==> src/pkg/lmac_regs.svh <==
`ifndef LMAC_REGS_SVH
`define LMAC_REGS_SVH
`define LMAC_ADDR_LOW_THR  16'h0208
`define LMAC_ADDR_HIGH_THR 16'h0209
`define LMAC_ADDR_SENS     16'h0210
`define LMAC_ADDR_CLK      16'h0212
`define LMAC_ADDR_MIS      16'h0213
`define LMAC_ADDR_ALM      16'h0214
`define LMAC_ADDR_STAT     16'h0215
`define LMAC_LOG_BASE      16'h1000
`define LMAC_LOG_LAST      16'h2FFF
`define LMAC_SENS_HIGH_EN  1
`define LMAC_SENS_LOW_EN   0
`define LMAC_CLK_SEC       1
`define LMAC_CLK_OSC       0
`define LMAC_MIS_START_ON_ALARM      5
`define LMAC_MIS_WRAP      4
`define LMAC_MIS_WIDE      2
`define LMAC_MIS_LOG       0
`define LMAC_CTRL_MASK     8'h03
`define LMAC_MIS_FIXED     2'h3
`define LMAC_ALM_FIXED     3'h7
`define LMAC_STAT_FIXED    2'h3
`define LMAC_BYTE_RST      8'h00
`define LMAC_MIS_RST       6'h00
`endif

==> src/pkg/lmac_pkg.sv <==
package lmac_pkg;
  typedef logic [7:0]  lmac_byte_t;
  typedef logic [15:0] lmac_addr_t;
  typedef enum logic [2:0] {
    LMAC_IDLE  = 3'b000,
    LMAC_DELAY = 3'b001,
    LMAC_WAIT  = 3'b010,
    LMAC_LOG   = 3'b011,
    LMAC_FULL  = 3'b100
  } lmac_state_t;
endpackage

==> src/rtl/lmac_trip_cmp.sv <==
`timescale 1ns/100ps
`default_nettype none
module lmac_trip_cmp (
  input  wire logic                sample_valid,
  input  wire lmac_pkg::lmac_addr_t sample,
  input  wire lmac_pkg::lmac_byte_t low_thr,
  input  wire lmac_pkg::lmac_byte_t high_thr,
  input  wire logic                high_en,
  input  wire logic                low_en,
  output logic                     high_hit,
  output logic                     low_hit
);
  import lmac_pkg::*;
  lmac_byte_t upper;
  // Only the upper byte is compared, so 8- and 16-bit modes alarm alike.
  assign upper    = sample[15:8];
  // Unsigned compare; the byte is offset-coded so no sign handling is needed.
  assign high_hit = sample_valid && high_en && (upper >= high_thr);
  assign low_hit  = sample_valid && low_en && (upper <= low_thr);
endmodule
`default_nettype wire

==> src/rtl/lmac_log_writer.sv <==
`timescale 1ns/100ps
`default_nettype none
`include "lmac_regs.svh"
module lmac_log_writer (
  input  wire logic                 clk_sys,
  input  wire logic                 arst_n,
  input  wire logic                 restart,
  input  wire logic                 sample_valid,
  input  wire lmac_pkg::lmac_addr_t sample,
  input  wire logic                 wide,
  input  wire logic                 wrap,
  output lmac_pkg::lmac_addr_t      wr_addr_r,
  output lmac_pkg::lmac_byte_t      wr_data_r,
  output logic                      wr_en_r,
  output logic                      full_r
);
  import lmac_pkg::*;
  lmac_addr_t ptr_r;
  lmac_byte_t lsb_r;
  logic       pend_r;

  function automatic lmac_addr_t step(input lmac_addr_t p);
    step = (p == `LMAC_LOG_LAST) ? `LMAC_LOG_BASE : p + 16'h0001;
  endfunction

  always_ff @(posedge clk_sys or negedge arst_n) begin
    if (!arst_n) begin
      ptr_r     <= `LMAC_LOG_BASE;
      lsb_r     <= 8'h00;
      pend_r    <= 1'b0;
      wr_en_r   <= 1'b0;
      wr_addr_r <= `LMAC_LOG_BASE;
      wr_data_r <= 8'h00;
      full_r    <= 1'b0;
    end else if (restart) begin
      ptr_r   <= `LMAC_LOG_BASE;
      pend_r  <= 1'b0;
      wr_en_r <= 1'b0;
      full_r  <= 1'b0;
    end else if (pend_r) begin
      // Low byte goes one address above the high byte.
      wr_en_r   <= 1'b1;
      wr_addr_r <= ptr_r;
      wr_data_r <= lsb_r;
      ptr_r     <= step(ptr_r);
      pend_r    <= 1'b0;
      full_r    <= (ptr_r == `LMAC_LOG_LAST) && !wrap;
    end else if (sample_valid && !full_r) begin
      wr_en_r   <= 1'b1;
      wr_addr_r <= ptr_r;
      wr_data_r <= sample[15:8];
      ptr_r     <= step(ptr_r);
      pend_r    <= wide;
      lsb_r     <= sample[7:0];
      full_r    <= (ptr_r == `LMAC_LOG_LAST) && !wrap;
    end else begin
      wr_en_r <= 1'b0;
    end
  end
endmodule
`default_nettype wire

==> src/rtl/lmac_top.sv <==
`timescale 1ns/100ps
`default_nettype none
`include "lmac_regs.svh"
module lmac_top (
  input  wire logic                 clk_sys,
  input  wire logic                 arst_n,
  input  wire lmac_pkg::lmac_addr_t reg_addr,
  input  wire logic                 reg_wr,
  input  wire lmac_pkg::lmac_byte_t reg_wdata,
  output lmac_pkg::lmac_byte_t      reg_rdata_r,
  input  wire logic                 cmd_start_mission,
  input  wire logic                 cmd_stop_mission,
  input  wire logic                 cmd_clear_memory,
  input  wire logic                 cmd_forced_conv,
  input  wire logic                 start_delay_done,
  input  wire logic                 sample_tick,
  input  wire logic                 conv_valid,
  input  wire logic                 conv_forced,
  input  wire lmac_pkg::lmac_addr_t conv_result,
  output logic                      oscillator_run_r,
  output logic                      seconds_timebase_select_r,
  output logic                      conv_req_r,
  output logic                      conv_narrow_r,
  output logic                      sample_count_inc_r,
  output logic                      log_wr_en_r,
  output lmac_pkg::lmac_addr_t      log_wr_addr_r,
  output lmac_pkg::lmac_byte_t      log_wr_data_r,
  output logic                      search_alarm_r,
  output logic                      mission_active_r
);
  import lmac_pkg::*;

  lmac_state_t state_r;
  lmac_state_t state_nxt;
  lmac_byte_t  low_thr_r;
  lmac_byte_t  high_thr_r;
  logic [1:0]  sens_r;
  logic [5:0]  mis_r;
  logic        high_trip_flag_r;
  logic        low_trip_flag_r;
  logic        battery_loss_flag_r;
  logic        awaiting_alarm_r;
  logic        log_wiped_r;
  logic        start_ok;
  logic        mission_conv;
  logic        trip_ok;
  logic        high_hit;
  logic        low_hit;
  logic        alarm_evt;
  logic        log_sample;
  logic        log_full;
  lmac_byte_t  rd_mux;

  // Host writes go through here so the mission lock is applied in one place.
  function automatic logic wr_hit(input lmac_addr_t a, input logic locked);
    wr_hit = reg_wr && (reg_addr == a) && !locked;
  endfunction

  assign start_ok     = cmd_start_mission && !cmd_stop_mission && !mission_active_r
                        && mis_r[`LMAC_MIS_LOG];
  assign mission_conv = conv_valid && !conv_forced
                        && (state_r == LMAC_WAIT || state_r == LMAC_LOG);
  // Forced conversions only count between missions, where they may set flags.
  assign trip_ok      = mission_conv || (conv_valid && conv_forced && !mission_active_r);
  assign alarm_evt    = high_hit || low_hit;
  // The alarm that ends the wait is itself logged as the first sample.
  assign log_sample   = mission_conv && (state_r == LMAC_LOG || alarm_evt);

  lmac_trip_cmp u_cmp (
    .sample_valid (trip_ok),
    .sample       (conv_result),
    .low_thr      (low_thr_r),
    .high_thr     (high_thr_r),
    .high_en      (sens_r[`LMAC_SENS_HIGH_EN]),
    .low_en       (sens_r[`LMAC_SENS_LOW_EN]),
    .high_hit     (high_hit),
    .low_hit      (low_hit)
  );

  lmac_log_writer u_log (
    .clk_sys      (clk_sys),
    .arst_n       (arst_n),
    .restart      (start_ok),
    .sample_valid (log_sample),
    .sample       (conv_result),
    .wide         (mis_r[`LMAC_MIS_WIDE]),
    .wrap         (mis_r[`LMAC_MIS_WRAP]),
    .wr_addr_r    (log_wr_addr_r),
    .wr_data_r    (log_wr_data_r),
    .wr_en_r      (log_wr_en_r),
    .full_r       (log_full)
  );

  always_comb begin
    state_nxt = state_r;
    unique case (state_r)
      LMAC_IDLE: begin
        if (start_ok) begin
          state_nxt = LMAC_DELAY;
        end
      end
      LMAC_DELAY: begin
        if (start_delay_done) begin
          state_nxt = mis_r[`LMAC_MIS_START_ON_ALARM] ? LMAC_WAIT : LMAC_LOG;
        end
      end
      LMAC_WAIT: begin
        if (mission_conv && alarm_evt) begin
          state_nxt = LMAC_LOG;
        end
      end
      LMAC_LOG: begin
        if (log_full) begin
          state_nxt = LMAC_FULL;
        end
      end
      LMAC_FULL: begin
        state_nxt = LMAC_FULL;
      end
      default: begin
        state_nxt = LMAC_IDLE;
      end
    endcase
    if (cmd_stop_mission) begin
      state_nxt = LMAC_IDLE;
    end
  end

  always_ff @(posedge clk_sys or negedge arst_n) begin
    if (!arst_n) begin
      state_r          <= LMAC_IDLE;
      mission_active_r <= 1'b0;
    end else begin
      state_r <= state_nxt;
      // A full log without wrap keeps the mission open until a stop.
      if (cmd_stop_mission) begin
        mission_active_r <= 1'b0;
      end else if (start_ok) begin
        mission_active_r <= 1'b1;
      end
    end
  end

  always_ff @(posedge clk_sys or negedge arst_n) begin
    if (!arst_n) begin
      low_thr_r  <= `LMAC_BYTE_RST;
      high_thr_r <= `LMAC_BYTE_RST;
      sens_r     <= 2'h0;
      mis_r      <= `LMAC_MIS_RST;
    end else begin
      if (wr_hit(`LMAC_ADDR_LOW_THR, mission_active_r)) begin
        low_thr_r <= reg_wdata;
      end
      if (wr_hit(`LMAC_ADDR_HIGH_THR, mission_active_r)) begin
        high_thr_r <= reg_wdata;
      end
      if (wr_hit(`LMAC_ADDR_SENS, mission_active_r)) begin
        sens_r <= reg_wdata[1:0];
      end
      // Bits 3 and 1 are stored as written; bit 1 must be kept at 0 by the host.
      if (wr_hit(`LMAC_ADDR_MIS, mission_active_r)) begin
        mis_r <= reg_wdata[5:0];
      end
    end
  end

  always_ff @(posedge clk_sys or negedge arst_n) begin
    if (!arst_n) begin
      oscillator_run_r          <= 1'b0;
      seconds_timebase_select_r <= 1'b0;
    end else begin
      if (wr_hit(`LMAC_ADDR_CLK, mission_active_r)) begin
        oscillator_run_r          <= reg_wdata[`LMAC_CLK_OSC];
        seconds_timebase_select_r <= reg_wdata[`LMAC_CLK_SEC];
      end
      // The command wins over a same-cycle write of 0.
      if (start_ok || cmd_forced_conv) begin
        oscillator_run_r <= 1'b1;
      end
    end
  end

  // Battery loss resets to 1: power-on reset is exactly the event it records.
  always_ff @(posedge clk_sys or negedge arst_n) begin
    if (!arst_n) begin
      battery_loss_flag_r <= 1'b1;
      high_trip_flag_r    <= 1'b0;
      low_trip_flag_r     <= 1'b0;
    end else begin
      if (cmd_clear_memory && !mission_active_r) begin
        battery_loss_flag_r <= 1'b0;
        high_trip_flag_r    <= high_hit;
        low_trip_flag_r     <= low_hit;
      end else begin
        high_trip_flag_r <= high_trip_flag_r || high_hit;
        low_trip_flag_r  <= low_trip_flag_r || low_hit;
      end
    end
  end

  always_ff @(posedge clk_sys or negedge arst_n) begin
    if (!arst_n) begin
      awaiting_alarm_r <= 1'b0;
      log_wiped_r      <= 1'b0;
    end else begin
      if (trip_ok && alarm_evt) begin
        awaiting_alarm_r <= 1'b0;
      end else if (start_ok) begin
        awaiting_alarm_r <= mis_r[`LMAC_MIS_START_ON_ALARM];
      end
      if (start_ok) begin
        log_wiped_r <= 1'b0;
      end else if (cmd_clear_memory && !mission_active_r) begin
        log_wiped_r <= 1'b1;
      end
    end
  end

  always_ff @(posedge clk_sys or negedge arst_n) begin
    if (!arst_n) begin
      conv_req_r         <= 1'b0;
      conv_narrow_r      <= 1'b0;
      sample_count_inc_r <= 1'b0;
      search_alarm_r     <= 1'b0;
    end else begin
      // No requests in the full state: conversions stop with the log.
      conv_req_r <= (sample_tick && (state_r == LMAC_WAIT || state_r == LMAC_LOG))
                    || (cmd_forced_conv && !mission_active_r);
      conv_narrow_r      <= sample_tick && (state_r == LMAC_WAIT);
      sample_count_inc_r <= mission_conv && (state_r == LMAC_LOG);
      search_alarm_r     <= battery_loss_flag_r || high_trip_flag_r
                            || low_trip_flag_r;
    end
  end

  always_comb begin
    rd_mux = 8'h00;
    unique case (reg_addr)
      `LMAC_ADDR_LOW_THR:  rd_mux = low_thr_r;
      `LMAC_ADDR_HIGH_THR: rd_mux = high_thr_r;
      `LMAC_ADDR_SENS:     rd_mux = {6'h00, sens_r} & `LMAC_CTRL_MASK;
      `LMAC_ADDR_CLK:      rd_mux = {6'h00, seconds_timebase_select_r,
                                     oscillator_run_r} & `LMAC_CTRL_MASK;
      `LMAC_ADDR_MIS:      rd_mux = {`LMAC_MIS_FIXED, mis_r};
      `LMAC_ADDR_ALM:      rd_mux = {battery_loss_flag_r, `LMAC_ALM_FIXED, 2'h0,
                                     high_trip_flag_r, low_trip_flag_r};
      `LMAC_ADDR_STAT:     rd_mux = {`LMAC_STAT_FIXED, 1'b0, awaiting_alarm_r,
                                     log_wiped_r, 1'b0, mission_active_r, 1'b0};
      default:             rd_mux = 8'h00;
    endcase
  end

  always_ff @(posedge clk_sys or negedge arst_n) begin
    if (!arst_n) begin
      reg_rdata_r <= 8'h00;
    end else begin
      reg_rdata_r <= rd_mux;
    end
  end
endmodule
`default_nettype wire

==> config.mk <==
export PLATFORM = sky130hd
export DESIGN_NAME = lmac_top
export DESIGN_NICKNAME = d
export VERILOG_FILES = /design/src/pkg/lmac_pkg.sv /design/src/rtl/lmac_trip_cmp.sv /design/src/rtl/lmac_log_writer.sv /design/src/rtl/lmac_top.sv
export VERILOG_INCLUDE_DIRS = /design/src /design/src/pkg
export SDC_FILE = /design/constraint.sdc
export NUM_CORES = 1
export LEC_CHECK = 0
export ABC_AREA = 1
export BUFFER_PORTS_ARGS = -buffer_cell sky130_fd_sc_hd__buf_2
export CAP_MARGIN = 10
export CORE_MARGIN = 2
export CORE_UTILIZATION = 25
export CTS_CLUSTER_DIAMETER = 100
export DETAILED_ROUTE_END_ITERATION = 8
export PLACE_DENSITY = 0.54
export SYNTH_ARGS = -nofsm -noshare
export SYNTH_HDL_FRONTEND = slang
export SYNTH_SLANG_ARGS = --single-unit
==> constraint.sdc <==
create_clock -name clk_sys -period 1.75 [get_ports clk_sys]
set_input_delay 0.35 -clock clk_sys [delete_from_list [all_inputs] [get_ports clk_sys]]
set_output_delay 0.35 -clock clk_sys [all_outputs]
set_load 0.02 [all_outputs]
---- Yosys cells after proc, flatten, opt, wreduce, memory -nomap -nowiden ----
Cells that the tools add are included.
operators by class
  add/sub/neg operators ................... 1
  multipliers ............................. 0
  divide/modulo/power cells ............... 0
  order comparisons ....................... 2
  eq/ne operators ......................... 16
  shifts and indexed selects .............. 0
  multiplexer cells ....................... 35
  bitwise gates (word level) .............. 2
  reduce and logical (&&, ||, !) cells .... 56
operators with widths
  kind                                                   count
  equality test 16 x 10 -> 1 bit, second input constant  7
  two-way mux 16 bit                                     6
  case mux 8 bit (7 select lines)                        1
  logical AND 1 bit                                      31
  two-way mux 1 bit                                      20
  adder 16 x 1 -> 16 bit, second input constant          1
  equality test 16 x 14 -> 1 bit, second input constant  1
  two-way mux 8 bit                                      2
  two-way mux 3 bit                                      5
  case mux 3 bit (5 select lines)                        1
  logical OR 1 bit                                       10
  nonzero test 2 bit                                     5
  >= comparator 8 bit                                    1
  <= comparator 8 bit                                    1
  equality test 3 x 2 -> 1 bit, second input constant    2
  != test 3 x 2 -> 1 bit, second input constant          2
  != test 3 bit, second input constant                   2
  logical NOT 1 bit                                      5
  AND reduction 4 bit                                    1
  equality test 3 x 1 -> 1 bit, second input constant    1
  equality test 3 bit, second input constant             1
  logical NOT 3 bit                                      1
  AND reduction 3 bit                                    1
  nonzero test 3 bit                                     1
  other kinds (2)                                        3
word-level totals
  bits in registers ....................... 98
  latch bits .............................. 0
  RAM bits ................................ 0
  memory bits (read-only) ................. 0
  input bits .............................. 51
  output and inout port bits .............. 40
  logic and storage cells ................. 137
  memories kept ........................... 0

---- Logic depth before layout (Yosys ltp) ----
  depth after elaboration ................. 13
  mapped depth ............................ 18
  mapped depth without buffers ............ 17

---- Cells and area by module ----
A second synthesis with hierarchy kept.
second synthesis, totals
  cells, all modules ...................... 651
  area, all modules ....................... 5,225.0 µm²
modules (own cells, without submodules)
  module           times used  cells each  area an instance (µm²)
  lmac_log_writer  1           269         2,398.6
  lmac_top         1           307         2,378.5
  lmac_trip_cmp    1           75          447.9

---- Least setup slack after synthesis ----
Ideal clock, no wire load.
  path kind ............................... reg-to-reg
  start ................................... register low_thr_r[7]
  end ..................................... register u_log.wr_addr_r[10]
  data arrival time ....................... 1.714 ns
  data required time ...................... 1.633 ns
  slack ................................... -0.081 ns
  cell stages (with the launch flop) ...... 15
  cells stage by stage .................... dfrtp_1 inv_1 ha_1 a21o_1 nor2_1 nand2_1 nand2_1 nand2_1 nand3_2 nand3_4 nand2_4 nand2_2 buf_2 nand2_1 nand2_1
between the ends
  longest elaborated chain between the ends .. 8
RTL lines
  item                                  line                   text
  start: declaration                    lmac_top.sv:35         lmac_byte_t low_thr_r;
  start signal: assignment              lmac_top.sv:146        low_thr_r <= `LMAC_BYTE_RST;
  start signal: assignment              lmac_top.sv:152        low_thr_r <= reg_wdata;
  <= comparator 8 bit                   lmac_trip_cmp.sv:19    assign low_hit = sample_valid && low_en && (upper <= low_thr);
  logical AND 1 bit                     lmac_trip_cmp.sv:19
  logical OR 1 bit                      lmac_top.sv:65         assign alarm_evt = high_hit || low_hit;
  logical OR 1 bit                      lmac_top.sv:67         assign log_sample = mission_conv && (state_r == LMAC_LOG || alarm_evt);
  logical AND 1 bit                     lmac_top.sv:67
  logical AND 1 bit                     lmac_log_writer.sv:48  end else if (sample_valid && !full_r) begin
  nonzero test 2 bit (no source line)   --
  AND reduction 2 bit (no source line)  --
  end signal: assignment                lmac_log_writer.sv:32  wr_addr_r <= `LMAC_LOG_BASE;
  end signal: assignment                lmac_log_writer.sv:43  wr_addr_r <= ptr_r;
  end signal: assignment                lmac_log_writer.sv:50  wr_addr_r <= ptr_r;
  end: declaration                      lmac_log_writer.sv:12  output lmac_pkg::lmac_addr_t wr_addr_r,
No other way between the ends.
A chain may end at the register's enable or synchronous reset.

---- Final worst setup path ----
  start ................................... register low_thr_r[7]
  end ..................................... register u_log.wr_addr_r[2]
The elaborated chain is that of the path after synthesis.

==> flow_metrics.env <==
export IMPL_top_level_ports=91
export IMPL_vias=4855
export IMPL_async_flop_share_pct=100
export IMPL_fmax_achieved_ghz=0.506
export IMPL_postSynthCellCount=643
export IMPL_antenna_violating_nets_post_route=0
export IMPL_final_cycle_utilization_of_the_critical_path_pct=113
export IMPL_netlist_top_cell_by_area="sky130_fd_sc_hd__dfrtp_1"
export IMPL_synth_nets=711
export IMPL_synth_edf_count=0
export IMPL_synth_ff_latch_count=98
export IMPL_die_h_um=147
export IMPL_setup_violations_final=53
export IMPL_slew_violations=0
export IMPL_p_leak_nw=3.66
export IMPL_violations="negative setup slack"
export IMPL_synth_largest_type_area_fraction_pct=46.5
export IMPL_grt_max_degree=52
export IMPL_grt_ovfl_total=0
export IMPL_yosys_mux_area_fraction_pct=0
export IMPL_crit_arrival_ps=2220
export IMPL_die_w_um=147
export IMPL_finalClockSkew_ps=10.2
export IMPL_path_max_fanout=12
export IMPL_detailedRoute_firstIterationViolations=252
export IMPL_area_delta_synth_final_pct=40.4
export IMPL_total_power_mw=7.80
export IMPL_clk_latency_ps=350
export IMPL_ys_top_cells_by_area="sky130_fd_sc_hd__dfrtp_1 46%, sky130_fd_sc_hd__nand2_1 15%, sky130_fd_sc_hd__inv_1 5.8%"
export IMPL_mappedNetlistArea_sq_um=5120
export IMPL_n_antenna_cell=0
export IMPL_vias_per_cell=4.49
export IMPL_timing_worst_slew_pin_value_ps=408
export IMPL_grt_setup_unrepaired="yes"
export IMPL_compound_cell_area_share_of_the_yosys_netlist_pct=8.58
export IMPL_timing_hold_worst_class="primary input to register"
export IMPL_start_kind="register"
export IMPL_slew_headroom_pct=72.8
export IMPL_leading_register_cell_type_out_of_synthesis="sky130_fd_sc_hd__dfrtp_1"
export IMPL_core_area_sq_um=20200
export IMPL_dominant_combinational_cell_family_by_area_after_synthesis="simple AND/OR/NAND/NOR gates"
export IMPL_fp_row_count=52
export IMPL_seq_area_frac_synth_pct=48.0
export IMPL_timing_final_hold_violations=0
export IMPL_required_ps=1990
export IMPL_floorplan_initialDensity_pct=25.4
export IMPL_global_route_usage_total_pct=14.2
export IMPL_final_nets=875
export IMPL_yosys_warnings=0
export IMPL_power_density_cell_area_nw_per_um2=1090
export IMPL_clkSlewWorstSetupHoldPaths_ps=70
export IMPL_number_of_maximum_capacitance_violations=0
export IMPL_grt_first_pass_wirelength_mm=24.5
export IMPL_synth_xor_area_share_pct=1.37
export IMPL_syn_area_per_cell_sq_um=7.96
export IMPL_clock_sinks=98
export IMPL_cts_tree="built"
export IMPL_clock_root_buffer="sky130_fd_sc_hd__clkbuf_16"
export IMPL_io_buffers=90
export IMPL_dpl_hpwl_mm=11.1
export IMPL_detail_route_drc_violations=0
export IMPL_fin_crit_ps=1980
export IMPL_synthAdderAreaFrac_pct=4.16
export IMPL_fill_cells=2160
export IMPL_synth_simple_gate_area_share_pct=29.6
export IMPL_worst_slack_ps=-226
export IMPL_finalWeightedCongestion=0.807
export IMPL_run_status="complete, but fails checks"
export IMPL_number_of_antenna_violations_at_the_first_check_in_global_routing=0
export IMPL_tritoncts_num_buffers=9
export IMPL_final_core_util_pct=35.6
export IMPL_cts_root_to_sink_buffers=2
export IMPL_postPlaceCellArea_sq_um=6380
export IMPL_vdd_ir_drop_max_uv=558
export IMPL_detailedRoute_firstPassIterationCount=5
export IMPL_synth_distinct_cells=41
export IMPL_cp_end_kind="register"
export IMPL_fin_tns_setup_ps=-7910
export IMPL_routedWlPerCell_um=13.9
export IMPL_vias_in_the_first_global_route=4661
export IMPL_route_final_wire_length_mm=15.1
export IMPL_layout_drive_gt1_share_pct=32.7
export IMPL_synthTopCellsByCount="198 x sky130_fd_sc_hd__nand2_1, 95 x sky130_fd_sc_hd__dfrtp_1, 79 x sky130_fd_sc_hd__inv_1"
export IMPL_critical_path_class="register to register"
export IMPL_ctsHtreeMaxLevel=3
export IMPL_floorplan_die_area_sq_um=21600
export IMPL_synth_most_common_cell="sky130_fd_sc_hd__nand2_1"
export IMPL_final_area_sq_um=7180
## metrics by stage
stage | setup WS [ps] | hold slack, ps | instances
floorplan | -70.4 | 54.4 | 643
global placement | -300 | 311 | 1047
detailed placement | -320 | 310 | 1047
CTS | -197 | 229 | 1075
global route | -369 | 238 | 1081
finish | -226 | 227 | 1081
## worst max-delay path, cell delays in order (launching register included)
cell and delay (ps):
sky130_fd_sc_hd__dfrtp_1 390, sky130_fd_sc_hd__inv_2 90, sky130_fd_sc_hd__ha_4 200, sky130_fd_sc_hd__a21o_1 160, sky130_fd_sc_hd__nor2_1 110, sky130_fd_sc_hd__nand2_1 80, sky130_fd_sc_hd__nand2_2 100, sky130_fd_sc_hd__nand2_4 60
sky130_fd_sc_hd__nand3_4 80, sky130_fd_sc_hd__nand3_4 100, sky130_fd_sc_hd__nand2_8 100, sky130_fd_sc_hd__buf_12 140, sky130_fd_sc_hd__nand2_8 100, sky130_fd_sc_hd__nand2_1 100, sky130_fd_sc_hd__nand2_1 50
## area by class of cell
cell class                 instances  area [sq um]  share of cell area [%]
tap                              270           338                    4.70
clock inverter                     3          47.5                   0.662
multi-input combinational        440          2500                    34.8
inverter                          86           323                    4.49
clock buffer                      12           267                    3.71
sequential                        98          2460                    34.2
timing repair buffer             172          1250                    17.5
## cell families (layout without fill, tap and decap cells)
kind of cell | count (synthesis) | after routing
DFF | 98 | 98
xor gates and xnor gates | 8 | 8
and+or+nand+nor | 336 | 337
AOI/OAI and AO/OA | 78 | 78
adders and majority gates | 17 | 17
buffers and inverters | 106 | 273
## sequential cells by signal, summed over array words and instances, names as in the netlist, 2 cells and up
signal,count
low_thr_r,8
u_log.lsb_r,8
state_r,3
u_log.wr_addr_r,16
sens_r,2
reg_rdata_r,8
high_thr_r,8
mis_r,6
u_log.wr_data_r,8
u_log.ptr_r,16
## metal layers
metal,global-route usage (%),routed length [um],vias up
met1,20.6,7460,2314
met3,2.73,709,19
met4,4.13,255,0
met5,0,0,-
met2,21.7,6650,116
li1,-,-,2406
## path summary, 6_finish.rpt
| path | start | end | slack (ps) | cells past startpoint |
|---|---|---|---|---|
| setup / recovery | low_thr_r[7]$_DFFE_PN0P_ | u_log.wr_addr_r[2]$_DFFE_PN0P_ | -230 | 14 |
| hold / removal | conv_result[7] | u_log.lsb_r[7]$_DFFE_PN0P_ | 230 | 3 |
| setup reg to reg | low_thr_r[7]$_DFFE_PN0P_ | u_log.wr_addr_r[2]$_DFFE_PN0P_ | -230 | 14 |
| hold reg to reg | u_log.wr_addr_r[12]$_DFFE_PN1P_ | u_log.wr_addr_r[12]$_DFFE_PN1P_ | 470 | 2 |
| max in group asynchronous | arst_n | u_log.wr_addr_r[15]$_DFFE_PN0P_ | 700 | 3 |
| min in group asynchronous | arst_n | u_log.wr_addr_r[10]$_DFFE_PN0P_ | 480 | 2 |
## power breakdown
part,internal (mW),switching [mW],leakage (nW)
sequential,2.77,0.359,1.25
clock,1.22,0.900,0.155
combinational,1.09,1.46,2.25
total,5.08,2.72,3.66
## repair_timing
| item | 4_1_cts | 5_1_grt |
|---|---|---|
| setup endpoints to repair | 54 | 55 |
| endpoints found under the hold margin | 23 | 0 |
| buffers inserted | 9 | 5 |
| resized for setup | 28 | 33 |
| pin swaps | 8 | 13 |
| cloned | 3 | 1 |
| hold buffers | 1 | 0 |
## placed cells by master, fill, tap and decap left out, drive strengths merged
cell,n
a31oi,1
xor2,6
o2111ai,1
o211ai,3
clkinv,2
o22ai,2
a21oi,14
o21a,1
a21o,1
a32oi,1
nand3,46
ha,17
nor3b,1
dlygate4sd3,1
nand2,204
xnor2,2
o21bai,1
nor4,4
dfrtp,95
nor2,43
nand4,23
a22oi,1
a311oi,1
dfstp,3
o21ai,47
bufinv,1
buf,170
inv,86
nor3,16
o221ai,3
o211a,1
clkbuf,13
Note: power is estimated with default switching activity, not from simulation.
